File: config.mk
export PLATFORM = sky130hd
export DESIGN_NAME = intc_top
export DESIGN_NICKNAME = d
export VERILOG_FILES = /design/src/verilog/intc_pkg.sv /design/src/verilog/intc_top.sv /design/src/verilog/intc_arbiter.sv
export SDC_FILE = /design/constraint.sdc
export NUM_CORES = 1
export LEC_CHECK = 0
export ABC_AREA = 1
export BUFFER_PORTS_ARGS = -buffer_cell sky130_fd_sc_hd__buf_2
export CAP_MARGIN = 20
export CELL_PAD_IN_SITES_DETAIL_PLACEMENT = 0
export CELL_PAD_IN_SITES_GLOBAL_PLACEMENT = 1
export CORE_AREA = 2 2 326 328
export DETAILED_ROUTE_END_ITERATION = 12
export DIE_AREA = 0 0 328 330
export HOLD_SLACK_MARGIN = 0.05
export PLACE_DENSITY_LB_ADDON = 0.1
export RECOVER_POWER = 50
export SLEW_MARGIN = 30
export SYNTH_ARGS = -nofsm -noshare
export SYNTH_HDL_FRONTEND = slang
export SYNTH_SLANG_ARGS = --single-unit
File: constraint.sdc
create_clock -name MCLK_IN -period 54.5 [get_ports MCLK_IN]
set_input_delay 13.625 -clock MCLK_IN [delete_from_list [all_inputs] [get_ports MCLK_IN]]
set_output_delay 13.625 -clock MCLK_IN [all_outputs]
set_load 0.1 [all_outputs]
File: src/verilog/intc_pkg.sv
// shared constants for the priority interrupt controller
package intc_pkg;
    localparam int NUM_SRC       = 54;
    localparam int NUM_TRAP      = 4;
    localparam int NUM_USED      = 29;
    localparam int PRIO_W        = 3;
    localparam int IPL_W         = 4;
    localparam int NUM_W         = 6;
    localparam int VEC_W         = 7;
    localparam int ADDR_W        = 24;
    localparam int LOW_PRIORITY_MASK_ACTIVE_W        = 14;
    localparam logic [NUM_W-1:0] VEC_OFFSET     = 6'h08;
    localparam logic [2:0]       LOW_PRIORITY_MASK_ACTIVE_BLOCK_MAX = 3'h6;
    localparam logic [ADDR_W-1:0] RESET_PC      = 24'h00_0000;
    localparam logic [ADDR_W-1:0] IVT_BASE      = 24'h00_0004;
    localparam logic [ADDR_W-1:0] IVT_LAST      = 24'h00_00FE;
    localparam logic [ADDR_W-1:0] ALTERNATE_VECTOR_TABLE_BASE     = 24'h00_0084;
    localparam logic [ADDR_W-1:0] ALTERNATE_VECTOR_TABLE_LAST     = 24'h00_00FE;
    localparam int NESTING_DISABLE_BIT    = 15;
    localparam int LOW_PRIORITY_MASK_ACTIVE_STAT_BIT = 14;
    localparam int ALT_SEL_BIT   = 15;
    // reserved numbers 26-38, 41, 42, 44-53 carry no source
    localparam logic [NUM_SRC-1:0] SRC_PRESENT = 54'h00_0980_03FF_FFFF;
    localparam logic [NUM_SRC-1:0] SRC_RESET   = 54'h00_0000_0000_0000;
    localparam logic [IPL_W-1:0]   IPL_RESET   = 4'h0;
    localparam logic [PRIO_W-1:0]  PRIO_RESET  = 3'h4;
endpackage : intc_pkg

File: src/verilog/intc_top.sv
// priority interrupt controller with trap and reset source handling
`timescale 1ns/1ps
module intc_top
(
    // clock and reset
    input  wire logic                                  MCLK_IN,
    input  wire logic                                  RST_IN,
    // instruction cycle strobe from the core
    input  wire logic                                  INSTR_START_IN,
    // peripheral events and flag clear
    input  wire logic [intc_pkg::NUM_SRC-1:0]          EVENT_IN,
    input  wire logic [intc_pkg::NUM_SRC-1:0]          FLAG_CLEAR_IN,
    // enables and priorities
    input  wire logic [intc_pkg::NUM_SRC-1:0]          ENABLE_WR_IN,
    input  wire logic                                  ENABLE_WE_IN,
    input  wire logic [intc_pkg::NUM_SRC*4-1:0]        PRIO_WR_IN,
    input  wire logic                                  PRIO_WE_IN,
    // cpu priority level and controls
    input  wire logic [intc_pkg::IPL_W-1:0]            IPL_WR_IN,
    input  wire logic                                  IPL_WE_IN,
    input  wire logic                                  NEST_DIS_IN,
    input  wire logic                                  ALT_SEL_IN,
    input  wire logic                                  LOW_PRIORITY_MASK_ACTIVE_START_IN,
    input  wire logic [intc_pkg::LOW_PRIORITY_MASK_ACTIVE_W-1:0]           LOW_PRIORITY_MASK_ACTIVE_COUNT_IN,
    // core handshakes
    input  wire logic                                  ACK_IN,
    input  wire logic                                  RETURN_IN,
    input  wire logic [7:0]                            RESTORE_SRL_IN,
    input  wire logic                                  RESTORE_IPL3_IN,
    // trap and reset causes
    input  wire logic [intc_pkg::NUM_TRAP-1:0]         TRAP_IN,
    input  wire logic                                  TRAP_DONE_IN,
    input  wire logic [intc_pkg::ADDR_W-1:0]           FETCH_ADDR_IN,
    input  wire logic                                  FETCH_IN,
    input  wire logic                                  VECTOR_FETCH_IN,
    input  wire logic                                  JUMP_IN,
    input  wire logic [intc_pkg::ADDR_W-1:0]           JUMP_ADDR_IN,
    input  wire logic                                  UNINIT_PTR_IN,
    input  wire logic                                  ILLEGAL_EXEC_IN,
    input  wire logic                                  FLUSH_IN,
    input  wire logic                                  WDT_TIMEOUT_IN,
    // status back to software
    output logic [intc_pkg::NUM_SRC-1:0]               FLAGS_OUT,
    output logic [intc_pkg::NUM_SRC-1:0]               ENABLES_OUT,
    output logic [intc_pkg::NUM_SRC*4-1:0]             PRIOS_OUT,
    output logic [intc_pkg::IPL_W-1:0]                 IPL_OUT,
    output logic                                       LOW_PRIORITY_MASK_ACTIVE_ACTIVE_OUT,
    // request to core
    output logic                                       IRQ_OUT,
    output logic [intc_pkg::VEC_W-1:0]                 VECTOR_OUT,
    output logic [intc_pkg::ADDR_W-1:0]                VEC_ADDR_OUT,
    output logic [7:0]                                 PUSH_SRL_OUT,
    output logic                                       ADDR_ERR_OUT,
    output logic                                       DEV_RESET_OUT
);
    // ****************************************************************
    // state
    // ****************************************************************
    typedef enum logic [2:0]
    {
        ST_IDLE  = 3'b001,
        ST_REQ   = 3'b010,
        ST_SERV  = 3'b100
    } phase_e;

    typedef struct packed
    {
        phase_e                               phase;
        logic [intc_pkg::NUM_SRC-1:0]         flag;
        logic [intc_pkg::NUM_SRC-1:0]         en;
        logic [intc_pkg::NUM_SRC*3-1:0]       prio;
        logic [intc_pkg::IPL_W-1:0]           cpu_priority_level;
        logic [intc_pkg::LOW_PRIORITY_MASK_ACTIVE_W-1:0]          low_priority_mask_active_cnt;
        logic                                 low_priority_mask_active;
        logic [2:0]                           serv_depth;
        logic                                 irq;
        logic [intc_pkg::VEC_W-1:0]           vec;
        logic [intc_pkg::ADDR_W-1:0]          vaddr;
        logic [7:0]                           status_low_byte;
        logic                                 addr_err;
        logic                                 dev_rst;
        logic [2:0]                           pend_lvl;
    } state_s;

    state_s state_reg;
    state_s state_next;

    logic                           win_found;
    logic [intc_pkg::NUM_W-1:0]     win_num;
    logic [intc_pkg::PRIO_W-1:0]    win_lvl;
    logic [intc_pkg::NUM_SRC-1:0]   active_req;

    // ****************************************************************
    // helpers
    // ****************************************************************
    function automatic logic in_vec_space(input logic [intc_pkg::ADDR_W-1:0] a);
        in_vec_space = (a >= intc_pkg::IVT_BASE) && (a <= intc_pkg::IVT_LAST);
    endfunction : in_vec_space

    // three bits so that all four traps at once cannot wrap to zero
    function automatic logic [2:0] count_traps(input logic [intc_pkg::NUM_TRAP-1:0] t);
        count_traps = 3'(t[0]) + 3'(t[1]) + 3'(t[2]) + 3'(t[3]);
    endfunction : count_traps

    assign active_req = state_reg.flag & state_reg.en & intc_pkg::SRC_PRESENT;

    intc_arbiter u_arb
    (
        .req_in    (active_req),
        .prio_in   (state_reg.prio),
        .found_out (win_found),
        .num_out   (win_num),
        .level_out (win_lvl)
    );

    // ****************************************************************
    // next state
    // ****************************************************************
    always_comb
    begin
        logic take_ok;
        logic [intc_pkg::VEC_W-1:0] vnum;
        take_ok    = 1'b0;
        vnum       = '0;
        state_next = state_reg;
        state_next.addr_err = 1'b0;
        state_next.dev_rst  = 1'b0;

        // set wins over clear
        state_next.flag = ((state_reg.flag & ~FLAG_CLEAR_IN) | EVENT_IN)
                          & intc_pkg::SRC_PRESENT;
        if (ENABLE_WE_IN)
            state_next.en = ENABLE_WR_IN & intc_pkg::SRC_PRESENT;
        if (PRIO_WE_IN)
        begin
            for (int i = 0; i < intc_pkg::NUM_SRC; i++)
            begin
                state_next.prio[i*3 +: 3] = intc_pkg::SRC_PRESENT[i] ?
                                            PRIO_WR_IN[i*4 +: 3] : 3'h0;
            end
        end
        if (IPL_WE_IN && !NEST_DIS_IN)
            state_next.cpu_priority_level = {state_reg.cpu_priority_level[3], IPL_WR_IN[2:0]};

        // low-priority masking countdown
        if (LOW_PRIORITY_MASK_ACTIVE_START_IN && LOW_PRIORITY_MASK_ACTIVE_COUNT_IN != '0)
        begin
            state_next.low_priority_mask_active_cnt = LOW_PRIORITY_MASK_ACTIVE_COUNT_IN;
            state_next.low_priority_mask_active     = 1'b1;
        end
        else if (INSTR_START_IN && state_reg.low_priority_mask_active)
        begin
            state_next.low_priority_mask_active_cnt = state_reg.low_priority_mask_active_cnt - 14'h0001;
            state_next.low_priority_mask_active     = (state_reg.low_priority_mask_active_cnt != 14'h0001);
        end

        // several traps at once force a device reset
        if (count_traps(TRAP_IN) > 3'h1)
            state_next.dev_rst = 1'b1;

        if (UNINIT_PTR_IN || (ILLEGAL_EXEC_IN && !FLUSH_IN) || WDT_TIMEOUT_IN)
            state_next.dev_rst = 1'b1;

        if ((FETCH_IN && !VECTOR_FETCH_IN && in_vec_space(FETCH_ADDR_IN)) ||
            (JUMP_IN && in_vec_space(JUMP_ADDR_IN)))
            state_next.addr_err = 1'b1;

        // strictly above level; msb set means a trap holds the core
        take_ok = win_found && !state_reg.cpu_priority_level[3] &&
                  ({1'b0, win_lvl} > state_reg.cpu_priority_level) &&
                  !(state_reg.low_priority_mask_active && win_lvl <= intc_pkg::LOW_PRIORITY_MASK_ACTIVE_BLOCK_MAX) &&
                  !(NEST_DIS_IN && state_reg.serv_depth != 3'h0);
        vnum = 7'(win_num) + 7'(intc_pkg::VEC_OFFSET);

        case (state_reg.phase)
            ST_IDLE:
            begin
                if (INSTR_START_IN && take_ok)
                begin
                    state_next.phase    = ST_REQ;
                    state_next.irq      = 1'b1;
                    state_next.vec      = vnum;
                    state_next.pend_lvl = win_lvl;
                    // each vector is one two-byte word entry
                    state_next.vaddr = (ALT_SEL_IN ? intc_pkg::ALTERNATE_VECTOR_TABLE_BASE : intc_pkg::IVT_BASE)
                                       + {16'h0000, vnum, 1'b0};
                    state_next.status_low_byte   = {5'h00, state_reg.cpu_priority_level[2:0]};
                end
            end
            ST_REQ:
            begin
                if (ACK_IN)
                begin
                    state_next.phase      = ST_SERV;
                    state_next.irq        = 1'b0;
                    state_next.cpu_priority_level        = {1'b0, state_reg.pend_lvl};
                    state_next.serv_depth = state_reg.serv_depth + 3'h1;
                end
            end
            ST_SERV:
            begin
                state_next.phase = ST_IDLE;
            end
            default:
            begin
                state_next.phase = ST_IDLE;
            end
        endcase

        if (RETURN_IN && state_reg.serv_depth != 3'h0)
        begin
            state_next.serv_depth = state_next.serv_depth - 3'h1;
            state_next.cpu_priority_level        = {RESTORE_IPL3_IN, RESTORE_SRL_IN[2:0]};
        end

        // trap msb applied last: a coincident acknowledge or return must not drop it
        if (count_traps(TRAP_IN) == 3'h1)
            state_next.cpu_priority_level[3] = 1'b1;
        else if (TRAP_DONE_IN)
            state_next.cpu_priority_level[3] = 1'b0;
    end

    // ****************************************************************
    // registers
    // ****************************************************************
    always_ff @(posedge MCLK_IN)
    begin
        if (RST_IN)
        begin
            // reset is handled here directly, never as a vectored request
            state_reg.phase      <= ST_IDLE;
            state_reg.flag       <= intc_pkg::SRC_RESET;
            state_reg.en         <= intc_pkg::SRC_RESET;
            state_reg.prio       <= {intc_pkg::NUM_SRC{intc_pkg::PRIO_RESET}}
                                    & {intc_pkg::NUM_SRC{3'h7}};
            state_reg.cpu_priority_level        <= intc_pkg::IPL_RESET;
            state_reg.low_priority_mask_active_cnt   <= '0;
            state_reg.low_priority_mask_active       <= 1'b0;
            state_reg.serv_depth <= 3'h0;
            state_reg.irq        <= 1'b0;
            state_reg.vec        <= '0;
            state_reg.vaddr      <= intc_pkg::RESET_PC;
            state_reg.status_low_byte        <= 8'h00;
            state_reg.addr_err   <= 1'b0;
            state_reg.dev_rst    <= 1'b0;
            state_reg.pend_lvl   <= 3'h0;
        end
        else
        begin
            state_reg <= state_next;
        end
    end

    // ****************************************************************
    // outputs
    // ****************************************************************
    always_comb
    begin
        FLAGS_OUT       = state_reg.flag;
        ENABLES_OUT     = state_reg.en;
        for (int i = 0; i < intc_pkg::NUM_SRC; i++)
        begin
            // reserved fields read zero although reset loads every field
            PRIOS_OUT[i*4 +: 4] = intc_pkg::SRC_PRESENT[i] ?
                                  {1'b0, state_reg.prio[i*3 +: 3]} : 4'h0;
        end
        IPL_OUT         = state_reg.cpu_priority_level;
        LOW_PRIORITY_MASK_ACTIVE_ACTIVE_OUT = state_reg.low_priority_mask_active;
        IRQ_OUT         = state_reg.irq;
        VECTOR_OUT      = state_reg.vec;
        VEC_ADDR_OUT    = state_reg.vaddr;
        PUSH_SRL_OUT    = state_reg.status_low_byte;
        ADDR_ERR_OUT    = state_reg.addr_err;
        DEV_RESET_OUT   = state_reg.dev_rst;
    end
endmodule : intc_top

File: src/verilog/intc_arbiter.sv
// combinational winner search over all pending sources
`timescale 1ns/1ps
module intc_arbiter
(
    // request side
    input  wire logic [intc_pkg::NUM_SRC-1:0]          req_in,
    input  wire logic [intc_pkg::NUM_SRC*3-1:0]        prio_in,
    // winner
    output logic                                       found_out,
    output logic [intc_pkg::NUM_W-1:0]                 num_out,
    output logic [intc_pkg::PRIO_W-1:0]                level_out
);
    always_comb
    begin
        found_out = 1'b0;
        num_out   = '0;
        level_out = '0;
        // scan from lowest natural order so lower numbers overwrite on ties
        for (int i = intc_pkg::NUM_SRC - 1; i >= 0; i--)
        begin
            if (req_in[i] && prio_in[i*3 +: 3] != 3'h0 &&
                (!found_out || prio_in[i*3 +: 3] >= level_out))
            begin
                found_out = 1'b1;
                num_out   = 6'(i);
                level_out = prio_in[i*3 +: 3];
            end
        end
    end
endmodule : intc_arbiter

* Yosys cells after proc, flatten, opt, wreduce, memory -nomap -nowiden *
Index checks and enable logic that the tools add are counted.
W data, S select, Z words.

operators by class
  eq/ne operators = 6
  $add $sub $neg = 8
  mux-type cells = 107
  order comparisons = 35
  reduce and logical (&&, ||, !) cells = 175
  bitwise logic cells = 4

operators by type and width
  kind                     number
  $mux W6                  29
  $mux W3                  34
  $reduce_bool A3 Y1       30
  $and A44 B44 Y44         2
  $ge A3 B3 Y1             28
  $logic_and A1 B1 Y1      74
  $ge A24 B3 Y1 const B    2
  $le A24 B8 Y1 const B    2
  $not A44 Y44             1
  $or A44 B44 Y44          1
  $mux W40                 1
  $logic_not A1 Y1         34
  $mux W1                  34
  $logic_or A1 B1 Y1       31
  $mux W15                 2
  $mux W4                  4
  $ne A14 B1 Y1 const B    1
  $reduce_bool A14 Y1      1
  $sub A14 B1 Y14 const B  1
  $add A8 B8 Y9            1
  $mux W8                  1
  $add A6 B4 Y7 const B    1
  $eq A3 B1 Y1 const B     2
  $pmux W3 S2              1
  14 further kinds         17

word-level totals
  word-level logic and storage cells = 350
  flip-flop bits (word level) = 235

* Depth between registers and ports, before layout *
  word-level depth = 123
  gate-level depth with buffers = 287
  gate-level depth less buffers = 287

* Cells and area by module *
From an unflattened synthesis, not the netlist that was laid out.

unflattened totals
  cell total of the unflattened synthesis = 2884
  area total of the unflattened synthesis = 19093.3 µm²

by module, submodules not included
  module        instances  cells an instance  area each (µm²)
  intc_top      1          1486               10769.1
  intc_arbiter  1          1398               8324.2

* Worst setup path before layout *
No wires, ideal clock.

  path kind = reg2reg
  start point = register state_reg (netlist bit FLAGS_OUT[43])
  end point = register state_reg (netlist bit VEC_ADDR_OUT[8])
  arrival time = 27265 ps
  setup slack = 27120 ps
  stages on the path, launching flop included = 282
  setup time = 115 ps
  cells stage by stage = dfxtp_1 nand2_1 a21oi_2 nand2_1 ha_1 nand2_1 nor2_1 nor2_1 nand3_1 nand2_2 o21ai_0 ha_1 and3_1 nor2_1 nand2_1 nand2_1 nand3_1 and2_1 [... 246 more ...] a21boi_0 o21ai_0 nand3_2 nand2_4 clkinv_2 nand2_1 nand2_2 ha_1 inv_1 o21bai_1 a21oi_1 a311oi_1 nand2_1 a21oi_4 nand2_4 buf_6 nor3_2 nor2_1

between the ends
  word-level cells in the longest chain between the ends = 122
  elaborated cells between the ends (all ways) = 213
  classes of those cells = 2 x add/sub; 30 x order compare; 87 x mux; 1 x bitwise; 93 x reduce/logical

ends and longest elaborated chain
  what                                              RTL line            RTL
  start: declaration                                intc_top.sv:85      state_s state_reg;
  start signal: assignment                          intc_top.sv:250     state_reg <= state_next;
  $and A44 B44 Y44 *                                intc_top.sv:105     assign active_req = state_reg.flag & state_reg.en & intc_pkg::SRC_PRESENT;
  $logic_and A1 B1 Y1 *                             intc_arbiter.sv:21  if (req_in[i] && prio_in[i*3 +: 3] != 3'h0 &&
  $mux W3 or $mux W1 (tied branches)                intc_arbiter.sv:21
  $ge A3 B3 Y1 or $logic_not A1 Y1 (tied branches)  n/a
  $logic_or A1 B1 Y1                                intc_arbiter.sv:22  (!found_out || prio_in[i*3 +: 3] >= level_out))
  $logic_and A1 B1 Y1                               intc_arbiter.sv:21
  $mux W3 or $mux W1 (tied branches)                intc_arbiter.sv:21
  $ge A3 B3 Y1 or $logic_not A1 Y1 (tied branches)  intc_arbiter.sv:22
  [... 107 more ...]                                n/a
  via u_arb.level_out, one bit                      intc_arbiter.sv:11  output logic [intc_pkg::PRIO_W-1:0] level_out
  $le A3 B3 Y1                                      intc_top.sv:171     !(state_reg.low_priority_mask_active && win_lvl <= intc_pkg::LOW_PRIORITY_MASK_ACTIVE_BLOCK_MAX) &&
  $logic_and A1 B1 Y1                               intc_top.sv:171
  $logic_not A1 Y1                                  intc_top.sv:171
  $logic_and A1 B1 Y1 *                             intc_top.sv:170     ({1'b0, win_lvl} > state_reg.cpu_priority_level) &&
  $logic_and A1 B1 Y1 *                             intc_top.sv:171
  $logic_and A1 B1 Y1 *                             intc_top.sv:178     if (INSTR_START_IN && take_ok)
  $reduce_and A2 Y1 (no source line) *              n/a

Mark *: on every way through the listed nets, which the timed path passes. The rest lies on a longest branch.
A chain may end at the register's enable or synchronous reset.

* Worst setup path in the final report *
  start point = register state_reg (netlist bit FLAGS_OUT[43])
  end point = register state_reg (netlist bit VEC_ADDR_OUT[6])

The elaborated chain is that of the path after synthesis.

==> results.toml <==
[grt]
grt_max_degree = 83
grt_util_all_layers_pct = 10.8
grt-ovfl-total = 0
grt_antenna_before_repair = 11
grt_pass1_vias = 12800
grt_pass1_wl_mm = 85.8

[layout]
layout_commonest_cell = "buf_2"
fillers = 12200
register_area_sq_um = 3860
area_delta_synth_final_pct = 15.6
drive_above_1_share_pct = 24.0
final_cell_mix = "buf_2 (375), nand2_1 (349), inv_1 (209)"
largest_reg_flops = 87
fin_area_sq_um = 16900
multiInputGateArea_sq_um = 7580
nNetsFinal = 2884

[clocking]
cts.repair_timing.setup_buffer_count = 0
clockRootBuffer = "clkbuf_16"
ctsHoldBuffers = 0
clk_pin_slew_worst_paths_ns = 0.09
tritoncts = "done"
cts_resized = 0
cts.sinks = 193
cts_buffers = 17
clock_path_buffers = 2
clock_latency_ns = 0.52
htree_levels = 4

[yosys]
synth_top_family_by_area = "buffers and inverters"
synthSimpleGateAreaFrac_pct = 24.9
synthMuxAreaShare_pct = 0
synth_seq_area_share_pct = 26.5
synth.distinct_cells = 53
syn-cell-area_sq_um = 14600
synth_area_per_cell_sq_um = 6.99
yosysTopAreaCell = "dfxtp_1"
synth_compound_area_share_pct = 14.5
synthAdderAreaFrac_pct = 6.75
synth_cells = 2086
yosysWarnings = 0
synth-seq-cells = 193
synthTopCellsByArea = "dfxtp_1 (27%), buf_4 (19%), nand2_1 (9.0%), ha_1 (6.6%), o21ai_0 (6.5%)"
synth_top_area_share_pct = 26.5
synthXorXnorAreaFrac_pct = 0.601

[placed_design]
hpwl_mm = 48.4
placement.setup.worst_slack_ns = 21.84
numPortBuffers = 436
gp_congestion = 0.743
placed_area_sq_um = 16300

[floorplanning]
die_h_um = 330
num_io_pins = 847
die_x_um = 328
fp.coreArea_sq_um = 105000
row_count = 119
dieArea_sq_um = 108000
initial_core_util_pct = 13.9

[drt]
drcViolationCount = 0
num_vias = 13100
routed_wl_mm = 60.1
antenna_left = 0
drt_first_pass_iters = 4
viasPerCell = 3.50
drtIter0Drc = 440
detail_route.wl_per_cell_um = 16.1

[run_status]
status = "finished with violations"
violations = "max-capacitance violations, max-slew violations"

[min_path]
hold_class = "reg2reg"

[critical_path]
cp_common_cell = "nand2_1"
endpoint_kind = "flop"
max_stage_delay_ns = 0.45
required_ns = 54.79
crit_arrival_ns = 32.44
cp-start-kind = "flop"
crit_type = "reg2reg"
r2r_setup_slack_ns = 22.35
cp_max_fo = 24
cp_slowest_cell = "a21oi_4"

[sta]
hold_viol = 0
rsz0062_at_grt = "no"
final.setup.tns_ns = 0
setup_viol = 0
setup_slack_ns = 22.35
slew_viol_final = 202
worst_pin_slew_ns = 2.41
fmax_mhz = 31.1
whs_ns = 0.465
final.period_utilization_pct = 59.0
fin_crit_ns = 32.15
slew_headroom_pct = -60.6
skew_ns = 0.0170

[flow_run]
max_cap_viol_count = 5

[power_and_ir_drop]
p_leak_nw = 8.34
power_w = 0.000629
p_per_area_nw_per_um2 = 37.3
ir_worst_vdd_v = 0.0000181
cells by family (layout without fill, tap and decap cells):
logic type / Yosys count / count (layout)
compound gates: 379 / 379
xor+xnor: 10 / 10
fa+ha+maj: 78 / 78
buf+inv: 654 / 711
flops: 193 / 193
other cells: 1 / 202
simple gates: 771 / 771
cell usage after synthesis, drive strengths merged:
| master | count |
|---|---|
| a211oi | 2 |
| a21boi | 3 |
| a21o | 1 |
| a21oi | 137 |
| a221oi | 1 |
| a311oi | 2 |
| a31oi | 7 |
| and2 | 3 |
| and3 | 1 |
| buf | 373 |
| clkbuf | 45 |
| clkinv | 4 |
| conb | 1 |
| dfxtp | 193 |
| dlygate4sd1 | 1 |
| fa | 1 |
| ha | 77 |
| inv | 231 |
| nand2 | 434 |
| nand3 | 120 |
| nand3b | 4 |
| nand4 | 9 |
| nor2 | 174 |
| nor3 | 7 |
| nor4 | 14 |
| o211ai | 6 |
| o21a | 1 |
| o21ai | 193 |
| o21bai | 1 |
| o311a | 23 |
| o311ai | 1 |
| o32a | 1 |
| or2 | 3 |
| or3b | 1 |
| or4 | 1 |
| xnor2 | 2 |
| xor2 | 8 |
worst max-delay path, delay by kind of cell, from the launching register on:
| family | cells | cell delay [ns] |
|---|---|---|
| buf+inv | 47 | 2.60 |
| flops | 1 | 0.38 |
| compound gates | 62 | 8.89 |
| simple gates | 143 | 11.37 |
| fa+ha+maj | 29 | 8.45 |
power by group:
group	total [W]	switching, W	internal [W]
combinational	0.000312	0.000249	0.0000631
clock	0.000147	0.0000729	0.0000745
sequential	0.000169	0.0000145	0.000155
total	0.000629	0.000337	0.000292
per-layer routing:
layer / part of all wire (%) / GRT usage [%] / vias up
met1: 47 / 14.2 / 5980
met3: 5.1 / 2.68 / 39
met4: 1.4 / 2.86 / 6
met5: 0.057 / 0 / -
li1: - / - / 6663
met2: 47 / 17.7 / 380
path summary, 6_finish.rpt:
| kind | startpoint | end | cells past startpoint |
|---|---|---|---|
| setup reg to reg | FLAGS_OUT[43]$_SDFF_PP0_ | VEC_ADDR_OUT[6]$_SDFFE_PP0P_ | 281 |
| hold / removal | VEC_ADDR_OUT[2]$_SDFFE_PP0P_ | VEC_ADDR_OUT[2]$_SDFFE_PP0P_ | 2 |
| hold reg to reg | VEC_ADDR_OUT[2]$_SDFFE_PP0P_ | VEC_ADDR_OUT[2]$_SDFFE_PP0P_ | 2 |
| setup / recovery | FLAGS_OUT[43]$_SDFF_PP0_ | VEC_ADDR_OUT[6]$_SDFFE_PP0P_ | 281 |
final cells by class:
| class | count | area share, % |
|---|---|---|
| Multi-Input combinational cell | 1439 | 45.0 |
| Inverter | 235 | 5.28 |
| Sequential cell | 193 | 22.9 |
| Tap cell | 1391 | 10.3 |
| Clock buffer | 19 | 2.63 |
| Timing Repair Buffer | 444 | 12.8 |
| Clock inverter | 13 | 1.04 |
| Antenna cell | 1 | 0.0148 |
through the flow:
step,utilization [%],std cells
3_5_place_dp,15.6,3702
4_1_cts,16.2,3734
6_report,16.1,3735
5_1_grt,16.1,3735
3_3_place_gp,15.6,3702
2_1_floorplan,-,2286
Note: power is estimated with default switching activity, not from simulation.
